<file path="src/design/ephh_pkg.sv">
package ephh_pkg;

	// register map of the software bus, byte addresses
	localparam logic [7:0] ADDR_NODE = 8'h00;
	localparam logic [7:0] ADDR_CONF = 8'h04;
	localparam logic [7:0] ADDR_STAT = 8'h08;

	// reset values
	localparam logic [5:0] RST_NODE_NUMBER = 6'h3f;
	localparam logic [5:0] RST_GAP_COUNT   = 6'h3f;
	localparam logic [2:0] RST_PWR         = 3'h0;

	// conf register fields
	localparam int CONF_GAP_LSB    = 0;
	localparam int CONF_FROOT_BIT  = 6;
	localparam int CONF_LINK_BIT   = 7;
	localparam int CONF_CONT_BIT   = 8;
	localparam int CONF_PWR_LSB    = 9;

	// stat register fields
	localparam int STAT_FAULT_LSB  = 0;
	localparam int STAT_DIS_LSB    = 8;
	localparam int STAT_SUSP_LSB   = 16;
	localparam int STAT_DROP_BIT   = 24;
	localparam int STAT_BUSY_BIT   = 25;

	// phy packet quadlet fields
	localparam int PKT_ID_LSB    = 30;
	localparam int PKT_NODE_LSB  = 24;
	localparam int PKT_R_BIT     = 23;
	localparam int PKT_T_BIT     = 22;
	localparam int PKT_TYPE_LSB  = 18;
	localparam int PKT_PAGE_LSB  = 15;
	localparam int PKT_PORT_LSB  = 11;
	localparam int PKT_REG_LSB   = 8;
	localparam int PKT_DATA_LSB  = 0;
	localparam int PKT_CMND_LSB  = 0;
	localparam int PKT_OK_BIT    = 3;
	localparam int PKT_D_BIT     = 4;
	localparam int PKT_B_BIT     = 5;
	localparam int PKT_C_BIT     = 6;
	localparam int PKT_F_BIT     = 7;

	localparam logic [1:0] PKT_ID_CONFIG = 2'h0;
	localparam logic [1:0] PKT_ID_SELFID = 2'h2;

	// extended packet types
	localparam logic [3:0] TYPE_PING     = 4'h0;
	localparam logic [3:0] TYPE_RD_BASE  = 4'h1;
	localparam logic [3:0] TYPE_RPL_BASE = 4'h3;
	localparam logic [3:0] TYPE_RD_PAGE  = 4'h5;
	localparam logic [3:0] TYPE_RPL_PAGE = 4'h7;
	localparam logic [3:0] TYPE_CMD      = 4'h8;
	localparam logic [3:0] TYPE_CONFIRM  = 4'ha;
	localparam logic [3:0] TYPE_RESUME   = 4'hf;

	// remote command codes
	localparam logic [2:0] CMD_NOP     = 3'h0;
	localparam logic [2:0] CMD_DISABLE = 3'h1;
	localparam logic [2:0] CMD_SUSPEND = 3'h2;
	localparam logic [2:0] CMD_CLRFLT  = 3'h4;
	localparam logic [2:0] CMD_ENABLE  = 3'h5;
	localparam logic [2:0] CMD_RESUME  = 3'h6;

	// paged register address offset, and self-id constants
	localparam logic [3:0] PAGED_BASE  = 4'h8;
	localparam logic [1:0] SELFID_SP   = 2'h2;
	localparam logic [1:0] PSTAT_CONN  = 2'h3;
	localparam logic [1:0] PSTAT_NONE  = 2'h1;
	localparam logic [1:0] SPEED_S100  = 2'h0;

	typedef enum logic [1:0] {
		ST_IDLE = 2'b01,
		ST_SEND = 2'b10
	} ephh_state_t;

endpackage

</file>
<file path="src/design/ephh_decode.sv">
`timescale 1ns/1ns
module ephh_decode
	import ephh_pkg::*;
(
	// received packet
	input  wire logic [31:0] i_quad0,
	input  wire logic [31:0] i_quad1,
	input  wire logic [5:0]  i_node,
	// decoded fields
	output logic             o_ext,
	output logic             o_for_me,
	output logic [3:0]       o_ptype,
	output logic [2:0]       o_page,
	output logic [3:0]       o_port,
	output logic [2:0]       o_rsel,
	output logic [2:0]       o_cmnd
);

	wire intact;
	wire cfg_form;

	assign intact   = (i_quad1 == ~i_quad0);
	assign cfg_form = (i_quad0[PKT_ID_LSB +: 2] == PKT_ID_CONFIG);
	assign o_ext    = intact & cfg_form & ~i_quad0[PKT_R_BIT]
		& ~i_quad0[PKT_T_BIT];
	assign o_for_me = (i_quad0[PKT_NODE_LSB +: 6] == i_node);
	assign o_ptype  = i_quad0[PKT_TYPE_LSB +: 4];
	assign o_page   = i_quad0[PKT_PAGE_LSB +: 3];
	assign o_port   = i_quad0[PKT_PORT_LSB +: 4];
	assign o_rsel   = i_quad0[PKT_REG_LSB +: 3];
	assign o_cmnd   = i_quad0[PKT_CMND_LSB +: 3];

endmodule

</file>
<file path="src/design/ephh_top.sv">
// Notes on behaviour
// - config-format packet with R and T both zero is an extended packet
// - extended packets never change force-root or gap count
// - type 0 is a ping for the node in the node-number field
// - ping to this node sends its self-id packet promptly (here dropped and flagged if tx is busy)
// - type 1 reads a base register, type 5 a paged register
// - paged address is 1000b plus reg field; base uses reg field
// - addressed read request is answered with a reply packet (here dropped and flagged if tx is busy)
// - reply type 3 or 7, own node, echoed page, port, reg
// - reply data holds the addressed register's current value
// - type 8 is a remote command for the given port
// - command 0 nop, 1 notify then disable, 2 suspend initiator
// - command 4 clears fault, 5 enables, 6 resumes the port
// - every remote command is answered with a confirmation (here dropped, flagged and not executed if tx is busy)
// - confirmation type A, own node, port and echoed command
// - confirmation flags are port fault, connected, bias, disable
// - ok flag is 1 when the command executes, else 0
// - type F is a broadcast resume packet
// - resume packet resumes every suspended port
// - packet is quadlet plus its inverse, checked on receive
// - all phy packets go out at the lowest speed
//
// Chosen here: the APB register port and the address map.
`timescale 1ns/1ns
module ephh_top
	import ephh_pkg::*;
#(
	parameter int NPORTS = 3
) (
	// clock and reset
	input  wire logic              I_CLOCK,
	input  wire logic              I_NRST,
	// apb slave
	input  wire logic              I_PSEL,
	input  wire logic              I_PENABLE,
	input  wire logic              I_PWRITE,
	input  wire logic [7:0]        I_PADDR,
	input  wire logic [31:0]       I_PWDATA,
	output logic                   O_PREADY,
	output logic [31:0]            O_PRDATA,
	output logic                   O_PSLVERR,
	// received phy packets
	input  wire logic              I_RX_VALID,
	input  wire logic [31:0]       I_RX_QUAD0,
	input  wire logic [31:0]       I_RX_QUAD1,
	// transmitted phy packets
	output logic                   O_TX_VALID,
	output logic [31:0]            O_TX_QUAD0,
	output logic [31:0]            O_TX_QUAD1,
	output logic [1:0]             O_TX_SPEED,
	input  wire logic              I_TX_READY,
	// port status and control
	input  wire logic [NPORTS-1:0] I_PORT_CONNECTED,
	input  wire logic [NPORTS-1:0] I_PORT_BIAS,
	input  wire logic [NPORTS-1:0] I_PORT_FAULT,
	output logic [NPORTS-1:0]      O_PORT_DISABLED,
	output logic [NPORTS-1:0]      O_PORT_SUSPENDED,
	output logic [NPORTS-1:0]      O_PORT_RESUME,
	output logic [NPORTS-1:0]      O_PORT_TX_DIS_NOTIFY
);

	localparam int PAD = 16 - NPORTS;

	ephh_state_t state;
	ephh_state_t next_state;

	logic [5:0]        node_number;
	logic [5:0]        gap_count;
	logic              force_root;
	logic              link_active;
	logic              contender;
	logic [2:0]        pwr;
	logic              dropped;
	logic [NPORTS-1:0] fault;

	// decoded receive packet
	wire       dec_ext;
	wire       dec_for_me;
	wire [3:0] dec_ptype;
	wire [2:0] dec_page;
	wire [3:0] dec_port;
	wire [2:0] dec_rsel;
	wire [2:0] dec_cmnd;

	ephh_decode u_decode (
		.i_quad0  (I_RX_QUAD0),
		.i_quad1  (I_RX_QUAD1),
		.i_node   (node_number),
		.o_ext    (dec_ext),
		.o_for_me (dec_for_me),
		.o_ptype  (dec_ptype),
		.o_page   (dec_page),
		.o_port   (dec_port),
		.o_rsel   (dec_rsel),
		.o_cmnd   (dec_cmnd)
	);

	function automatic logic cmd_known(input logic [2:0] c);
		cmd_known = (c == CMD_NOP) || (c == CMD_DISABLE)
			|| (c == CMD_SUSPEND) || (c == CMD_CLRFLT)
			|| (c == CMD_ENABLE) || (c == CMD_RESUME);
	endfunction

	// packet classification
	wire rx_ext;
	wire is_ping;
	wire is_read;
	wire is_page;
	wire is_cmd;
	wire is_resume;
	wire need_tx;
	wire take;

	assign rx_ext    = I_RX_VALID & dec_ext;
	assign is_ping   = rx_ext & dec_for_me & (dec_ptype == TYPE_PING);
	assign is_page   = (dec_ptype == TYPE_RD_PAGE);
	assign is_read   = rx_ext & dec_for_me
		& ((dec_ptype == TYPE_RD_BASE) | is_page);
	assign is_cmd    = rx_ext & dec_for_me & (dec_ptype == TYPE_CMD);
	assign is_resume = rx_ext & (dec_ptype == TYPE_RESUME);
	// other types fall through every decode above
	assign need_tx   = is_ping | is_read | is_cmd;
	assign take      = need_tx & (state == ST_IDLE);

	// padded port views for indexing by the 4-bit port field
	wire [15:0] pad_fault;
	wire [15:0] pad_conn;
	wire [15:0] pad_bias;
	wire [15:0] pad_dis;
	wire [15:0] pad_susp;
	wire        port_ok;

	assign pad_fault = {{PAD{1'b0}}, fault};
	assign pad_conn  = {{PAD{1'b0}}, I_PORT_CONNECTED};
	assign pad_bias  = {{PAD{1'b0}}, I_PORT_BIAS};
	assign pad_dis   = {{PAD{1'b0}}, O_PORT_DISABLED};
	assign pad_susp  = {{PAD{1'b0}}, O_PORT_SUSPENDED};
	assign port_ok   = ({28'h0, dec_port} < NPORTS);

	// register read for remote access
	wire [3:0] reg_addr;
	wire [7:0] base_val;
	wire [7:0] paged_val;
	wire [7:0] read_val;

	assign reg_addr  = is_page ? PAGED_BASE + {1'b0, dec_rsel}
		: {1'b0, dec_rsel};
	assign base_val  = (reg_addr == 4'h0) ? {node_number, 2'h0}
		: (reg_addr == 4'h1) ? {force_root, 1'b0, gap_count}
		: (reg_addr == 4'h2) ? 8'(NPORTS) : 8'h00;
	assign paged_val = (dec_page == 3'h0 && reg_addr == PAGED_BASE && port_ok)
		? {pad_fault[dec_port], pad_conn[dec_port], pad_bias[dec_port],
		   pad_dis[dec_port], pad_susp[dec_port], 3'h0} : 8'h00;
	assign read_val  = reg_addr[3] ? paged_val : base_val;

	// outgoing frames
	wire [11:0] port_sid;
	wire [31:0] selfid_q;
	wire [31:0] reply_q;
	wire [31:0] confirm_q;
	wire [31:0] frame_q;
	wire        cmd_ok;

	genvar g;
	generate
		for (g = 0; g < 3; g++) begin : g_sid
			if (g < NPORTS) begin : g_on
				assign port_sid[11-2*g -: 2] = I_PORT_CONNECTED[g]
					? PSTAT_CONN : PSTAT_NONE;
			end else begin : g_off
				assign port_sid[11-2*g -: 2] = 2'h0;
			end
		end
	endgenerate
	assign port_sid[5:0] = 6'h0;

	assign selfid_q  = {PKT_ID_SELFID, node_number, 1'b0, link_active,
		gap_count, SELFID_SP, 2'h0, contender, pwr, port_sid[11:6], 2'h0};
	assign reply_q   = {PKT_ID_CONFIG, node_number, 2'h0,
		is_page ? TYPE_RPL_PAGE : TYPE_RPL_BASE,
		dec_page, dec_port, dec_rsel, read_val};
	assign cmd_ok    = cmd_known(dec_cmnd) & port_ok;
	assign confirm_q = {PKT_ID_CONFIG, node_number, 2'h0, TYPE_CONFIRM,
		3'h0, dec_port, 3'h0,
		pad_fault[dec_port], pad_conn[dec_port],
		pad_bias[dec_port], pad_dis[dec_port],
		cmd_ok, dec_cmnd};
	assign frame_q   = is_ping ? selfid_q
		: is_read ? reply_q
		: confirm_q;

	// transmit state
	always_comb begin
		next_state = state;
		unique case (state)
			ST_IDLE: if (take) next_state = ST_SEND;
			ST_SEND: if (I_TX_READY) next_state = ST_IDLE;
			default: next_state = ST_IDLE;
		endcase
	end

	always_ff @(posedge I_CLOCK or negedge I_NRST) begin
		if (!I_NRST) begin
			state      <= ST_IDLE;
			O_TX_VALID <= 1'b0;
			O_TX_QUAD0 <= 32'h0;
			O_TX_QUAD1 <= 32'h0;
			O_TX_SPEED <= SPEED_S100;
		end else begin
			state      <= next_state;
			O_TX_VALID <= (next_state == ST_SEND);
			O_TX_SPEED <= SPEED_S100;
			if (take) begin
				O_TX_QUAD0 <= frame_q;
				O_TX_QUAD1 <= ~frame_q;
			end
		end
	end

	// apb slave, no wait states
	wire apb_setup;
	wire apb_wr;
	wire hit_node;
	wire hit_conf;
	wire hit_stat;
	wire [31:0] stat_val;
	wire [31:0] rd_val;

	assign apb_setup = I_PSEL & ~I_PENABLE;
	assign apb_wr    = I_PSEL & I_PENABLE & O_PREADY & I_PWRITE;
	assign hit_node  = (I_PADDR == ADDR_NODE);
	assign hit_conf  = (I_PADDR == ADDR_CONF);
	assign hit_stat  = (I_PADDR == ADDR_STAT);
	assign stat_val  = {6'h0, (state == ST_SEND), dropped,
		{(8-NPORTS){1'b0}}, O_PORT_SUSPENDED,
		{(8-NPORTS){1'b0}}, O_PORT_DISABLED,
		{(8-NPORTS){1'b0}}, fault};
	assign rd_val    = hit_node ? {26'h0, node_number}
		: hit_conf ? {20'h0, pwr, contender, link_active,
			force_root, gap_count}
		: hit_stat ? stat_val : 32'h0;

	always_ff @(posedge I_CLOCK or negedge I_NRST) begin
		if (!I_NRST) begin
			O_PREADY  <= 1'b0;
			O_PRDATA  <= 32'h0;
			O_PSLVERR <= 1'b0;
		end else begin
			O_PREADY  <= apb_setup;
			O_PRDATA  <= apb_setup & ~I_PWRITE ? rd_val : 32'h0;
			O_PSLVERR <= apb_setup & ~(hit_node | hit_conf | hit_stat);
		end
	end

	// configuration, written only by software
	always_ff @(posedge I_CLOCK or negedge I_NRST) begin
		if (!I_NRST) begin
			node_number <= RST_NODE_NUMBER;
			gap_count   <= RST_GAP_COUNT;
			force_root  <= 1'b0;
			link_active <= 1'b0;
			contender   <= 1'b0;
			pwr         <= RST_PWR;
		end else begin
			if (apb_wr && hit_node)
				node_number <= I_PWDATA[5:0];
			// packets never reach these fields
			if (apb_wr && hit_conf) begin
				gap_count   <= I_PWDATA[CONF_GAP_LSB +: 6];
				force_root  <= I_PWDATA[CONF_FROOT_BIT];
				link_active <= I_PWDATA[CONF_LINK_BIT];
				contender   <= I_PWDATA[CONF_CONT_BIT];
				pwr         <= I_PWDATA[CONF_PWR_LSB +: 3];
			end
		end
	end

	// dropped request flag, set wins over clear
	always_ff @(posedge I_CLOCK or negedge I_NRST) begin
		if (!I_NRST)
			dropped <= 1'b0;
		else
			dropped <= (need_tx & (state != ST_IDLE))
				| (dropped & ~(apb_wr & hit_stat & I_PWDATA[STAT_DROP_BIT]));
	end

	// per-port command execution
	wire cmd_take;
	assign cmd_take = take & is_cmd;

	generate
		for (g = 0; g < NPORTS; g++) begin : g_port
			wire hit;
			wire clr_fault;
			wire do_resume;

			assign hit       = cmd_take & (dec_port == 4'(g));
			assign clr_fault = (hit & (dec_cmnd == CMD_CLRFLT))
				| (apb_wr & hit_stat & I_PWDATA[STAT_FAULT_LSB + g]);
			assign do_resume = (hit & (dec_cmnd == CMD_RESUME))
				| is_resume;

			always_ff @(posedge I_CLOCK or negedge I_NRST) begin
				if (!I_NRST) begin
					fault[g]                <= 1'b0;
					O_PORT_DISABLED[g]      <= 1'b0;
					O_PORT_SUSPENDED[g]     <= 1'b0;
					O_PORT_RESUME[g]        <= 1'b0;
					O_PORT_TX_DIS_NOTIFY[g] <= 1'b0;
				end else begin
					fault[g] <= I_PORT_FAULT[g] | (fault[g] & ~clr_fault);
					O_PORT_TX_DIS_NOTIFY[g] <= hit
						& (dec_cmnd == CMD_DISABLE);
					if (O_PORT_TX_DIS_NOTIFY[g])
						O_PORT_DISABLED[g] <= 1'b1;
					else if (hit && dec_cmnd == CMD_ENABLE)
						O_PORT_DISABLED[g] <= 1'b0;
					if (do_resume)
						O_PORT_SUSPENDED[g] <= 1'b0;
					else if (hit && dec_cmnd == CMD_SUSPEND)
						O_PORT_SUSPENDED[g] <= 1'b1;
					O_PORT_RESUME[g] <= do_resume & O_PORT_SUSPENDED[g];
				end
			end
		end
	endgenerate
endmodule

</file>
<file path="config.mk">
export PLATFORM = sky130hd
export DESIGN_NAME = ephh_top
export DESIGN_NICKNAME = d
export VERILOG_FILES = /design/src/design/ephh_pkg.sv /design/src/design/ephh_decode.sv /design/src/design/ephh_top.sv
export SDC_FILE = /design/constraint.sdc
export NUM_CORES = 1
export LEC_CHECK = 0
export BUFFER_PORTS_ARGS = -buffer_cell sky130_fd_sc_hd__buf_2
export CAP_MARGIN = 5
export CORE_MARGIN = 2
export CORE_UTILIZATION = 50
export DETAILED_ROUTE_END_ITERATION = 16
export PLACE_DENSITY = 0.78
export SLEW_MARGIN = 20
export SYNTH_ARGS = -nofsm -noshare
export SYNTH_HDL_FRONTEND = slang
export SYNTH_HIERARCHICAL = 1
export SYNTH_SLANG_ARGS = --single-unit
</file>
<file path="constraint.sdc">
create_clock -name I_CLOCK -period 4.1 [get_ports I_CLOCK]
set_input_delay 0.82 -clock I_CLOCK [delete_from_list [all_inputs] [get_ports I_CLOCK]]
set_output_delay 0.82 -clock I_CLOCK [all_outputs]
set_load 0.1 [all_outputs]
</file>
==> results.tsv <==
stage	metric	value	unit
die	Die Ht	112.5	µm
place	port buffer count	194	
place	RD Place Congestion	0.9111	
clock_tree	clock root buffer	clkbuf_16	
clock_tree	setup bufs post-CTS	0	
timing	Final Hold Viols	0	
routing	router iterations before antenna repair	5	
worst_setup_path	Arr. time, crit path	3.66	ns
synthesis	count of cell types in the netlist	63	
synthesis	synth top area cells	dfrtp_1 (44%), dfstp_2 (5.8%), buf_4 (5.4%)	
worst_setup_path	Worst path top cell family by delay	simple AND/OR/NAND/NOR gates	
power	cell leakage power	3.929	nW
timing	Worst Tran Pin Value	0.9844	ns
routing	DRC viols	0	
synthesis	main combinational cell family by area after synthesis	simple AND/OR/NAND/NOR gates	
timing	clk_skew	0.01305	ns
grt	vias in the first global route	4989	
timing	tightest hold margin	0.4671	ns
power	P per Cell Area	393.0	nW/µm²
hold_path	Tightest Hold Check Type	reg2reg	
timing	fmax	295.6	MHz
die	Starting Density	0.5128	
final_layout	Final Util	0.6406	
timing	fin. max-slew vios	0	
status	outcome	finished, final reports clean	
place	Place WS	0.3394	ns
grt	GRT Total Usage	0.2706	
timing	Slew headroom	0.3409	
synthesis	post-synthesis xor/xnor area fraction	0.05064	
grt	largest net degree at the start of global routing	79	
clock_tree	# resized after CTS	0	
final_layout	fin nets	853	
die	cell row count	39	
routing	drt via density	5.555	
timing	Period Utilization, post-route	0.8252	
timing	fin crit period	3.384	ns
synthesis	top-area cell type share of the netlist area	0.4426	
worst_setup_path	crit-path cells	buf_2 -> xnor2_1 -> nor4_1 -> nand4_1 -> nor4_2 -> and4b_1 -> nand3_2 -> nor3_1 -> a21oi_1	
worst_setup_path	critical path class	in2reg	
worst_setup_path	Critical Path RT	4.38	ns
routing	Avg WL per Cell	18.83	µm
power	Final Total Pwr	2.887	mW
synthesis	Mapped Area	5881	µm²
timing	RSZ-0062 raised after global routing	no	
synthesis	Seq cells post-synth	117	
routing	routed wire length	16700	µm
clock_tree	CTS sink count	117	
final_layout	number of diodes	0	
worst_setup_path	CP Capture Type	flop	
timing	Final setup violation count	0	
timing	setup_tns	0	ns
routing	DR iter-0 viols	458	
synthesis	fraction of synthesized area in multiplexers	0.07340	
routing	total number of vias	4927	
synthesis	Synth Area in Compound Gates	0.1270	
grt	first-pass GRT wire length	26110	µm
clock_tree	Max clock buf depth	2	
run	maximum capacitance violations	0	
power	Max IR drop VDD	315.5	µV
synthesis	ys async rst share	1.000	
clock_tree	CTS buffer count	17	
die	Die Footprint	12650	µm²
clock_tree	cts hold-fix bufs	0	
die	Die W	112.5	µm
worst_setup_path	CP max stage delay	0.58	ns
synthesis	register area share after synthesis	0.5006	
synthesis	area leader, netlist	dfrtp_1	
synthesis	Avg Synthesized Cell Area	10.61	µm²
synthesis	most common library cells after synthesis	dfrtp_1 (104), nand2_1 (55), nor2_1 (46)	
synthesis	Post-synth EDFFs	0	
clock_tree	worst-skew pair later-pin latency	0.42	ns
worst_setup_path	crit path launch type	input port	
place	dpl hpwl	12660	µm
synthesis	Mapped Cells	554	
die	IO Count	233	
synthesis	most frequent cell after synthesis	dfrtp_1	
grt	GRT overflow	0	
worst_setup_path	Buf+Inv Stages, Crit Path	1	
worst_setup_path	Worst Path Max Fanout	23	
synthesis	Synth Area in Adders	0.004255	
clock_tree	CTS tree	done	
timing	Setup WS post-layout	0.7165	ns
routing	Antenna Nets Post-Route	0	
final_layout	layout cells sized above 1	0.3750	
synthesis	simple-gate area share of the yosys netlist	0.1698	
worst_setup_path	Slowest cell on crit path	nor3_1	
die	core area	11470	µm²
synthesis	Synth Flop Type	dfrtp_1	
final_layout	area growth from synthesis to layout	24.91	%
grt	initial antenna violation count	0	
clock_tree	clock-pin slew on the worst setup and hold paths	0.05	ns
clock_tree	H-tree levels	4	
synthesis	Yosys warning total	6	
[through the flow]
step                      cell area [µm²]  std cells
after CTS                            7346        887
after detailed placement             6763        855
after floorplan                      5948        572
after global routing                 7346        887
final                                7346        887
after global placement               6763        855
[sequential cells by signal, indices dropped and copies added, names as in the netlist]
register and cells:
O_PREADY 1, O_PRDATA 17, O_TX_QUAD1 31, O_TX_VALID 1
O_PORT_RESUME 3, pwr 3, dropped 1, O_PORT_TX_DIS_NOTIFY 3
O_PORT_SUSPENDED 3, gap_count 6, O_TX_QUAD0 30, state 2
link_active 1, O_PSLVERR 1, O_PORT_DISABLED 3, fault 3
force_root 1, contender 1, node_number 6
[placed cells by master (no fill, tap or decap), types with 10 or more instances in the layout]
master	synthesis	layout
conb_1	1	19
buf_2	10	193
a21o_1	12	12
nor2_1	46	46
dfrtp_1	104	104
xnor2_1	24	24
o21a_1	11	11
a21oi_1	19	19
mux2_2	17	17
mux2i_1	15	15
clkbuf_16	0	17
xor2_1	10	10
o21ai_0	23	23
dfstp_2	13	13
nand2_1	55	55
[final cells by class]
class,instances,area (µm²)
inverter,6,22.52
sequential,117,2944
tap,143,178.9
fill,922,4121
clock inverter,11,132.6
multi-input combinational,387,2571
clock buffer,21,450.4
timing repair buffer,202,1046
[path summary, 6_finish.rpt]
kind | start | endpoint | slack (ns) | cells past startpoint
min | O_TX_QUAD0[29]$_DFFE_PN0P_ | O_TX_QUAD0[29]$_DFFE_PN0P_ | 0.47 | 2
max in group asynchronous | I_NRST | O_TX_QUAD1[22]$_DFFE_PN0P_ | 2.66 | 2
max reg2reg | node_number[4]$_DFFE_PN1P_ | O_TX_QUAD1[22]$_DFFE_PN0P_ | 1.26 | 7
min reg2reg | O_TX_QUAD0[29]$_DFFE_PN0P_ | O_TX_QUAD0[29]$_DFFE_PN0P_ | 0.47 | 2
max | I_RX_QUAD0[13] | O_TX_QUAD1[22]$_DFFE_PN0P_ | 0.72 | 9
min in group asynchronous | I_NRST | O_PORT_RESUME[0]$_DFF_PN0_ | 0.55 | 1
[metal layers]
| layer | global-route usage | part of all wire |
|---|---|---|
| met4 | 0.08862 | 0.018 |
| met3 | 0.06857 | 0.069 |
| met5 | 0 | 0 |
| met2 | 0.4643 | 0.51 |
| met1 | 0.3363 | 0.40 |
[cells by family (layout without fill, tap and decap cells)]
family                   Yosys count  count (layout)
multiplexers                      38              38
flip-flops                       117             117
AND/OR/NAND/NOR                  186             186
other                              1              19
adder cells (fa/ha/maj)            2               2
XOR/XNOR                          34              34
AO/OA/AOI/OAI                    108             108
buffers and inverters             68             240
[worst min-delay path, delay by kind of cell (launching register included)]
family / cells / cell delay [ns]
flip-flops: 1 / 0.33
AND/OR/NAND/NOR: 2 / 0.10
[report_power, final]
part,leakage [nW],switching (mW),internal [mW],total [mW]
Sequential,1.57,0.00189,1.16,1.16
Clock,0.290,0.496,0.961,1.46
Combinational,2.07,0.194,0.0751,0.269
Total,3.93,0.691,2.20,2.89
Power figures use the tool's default switching activity.
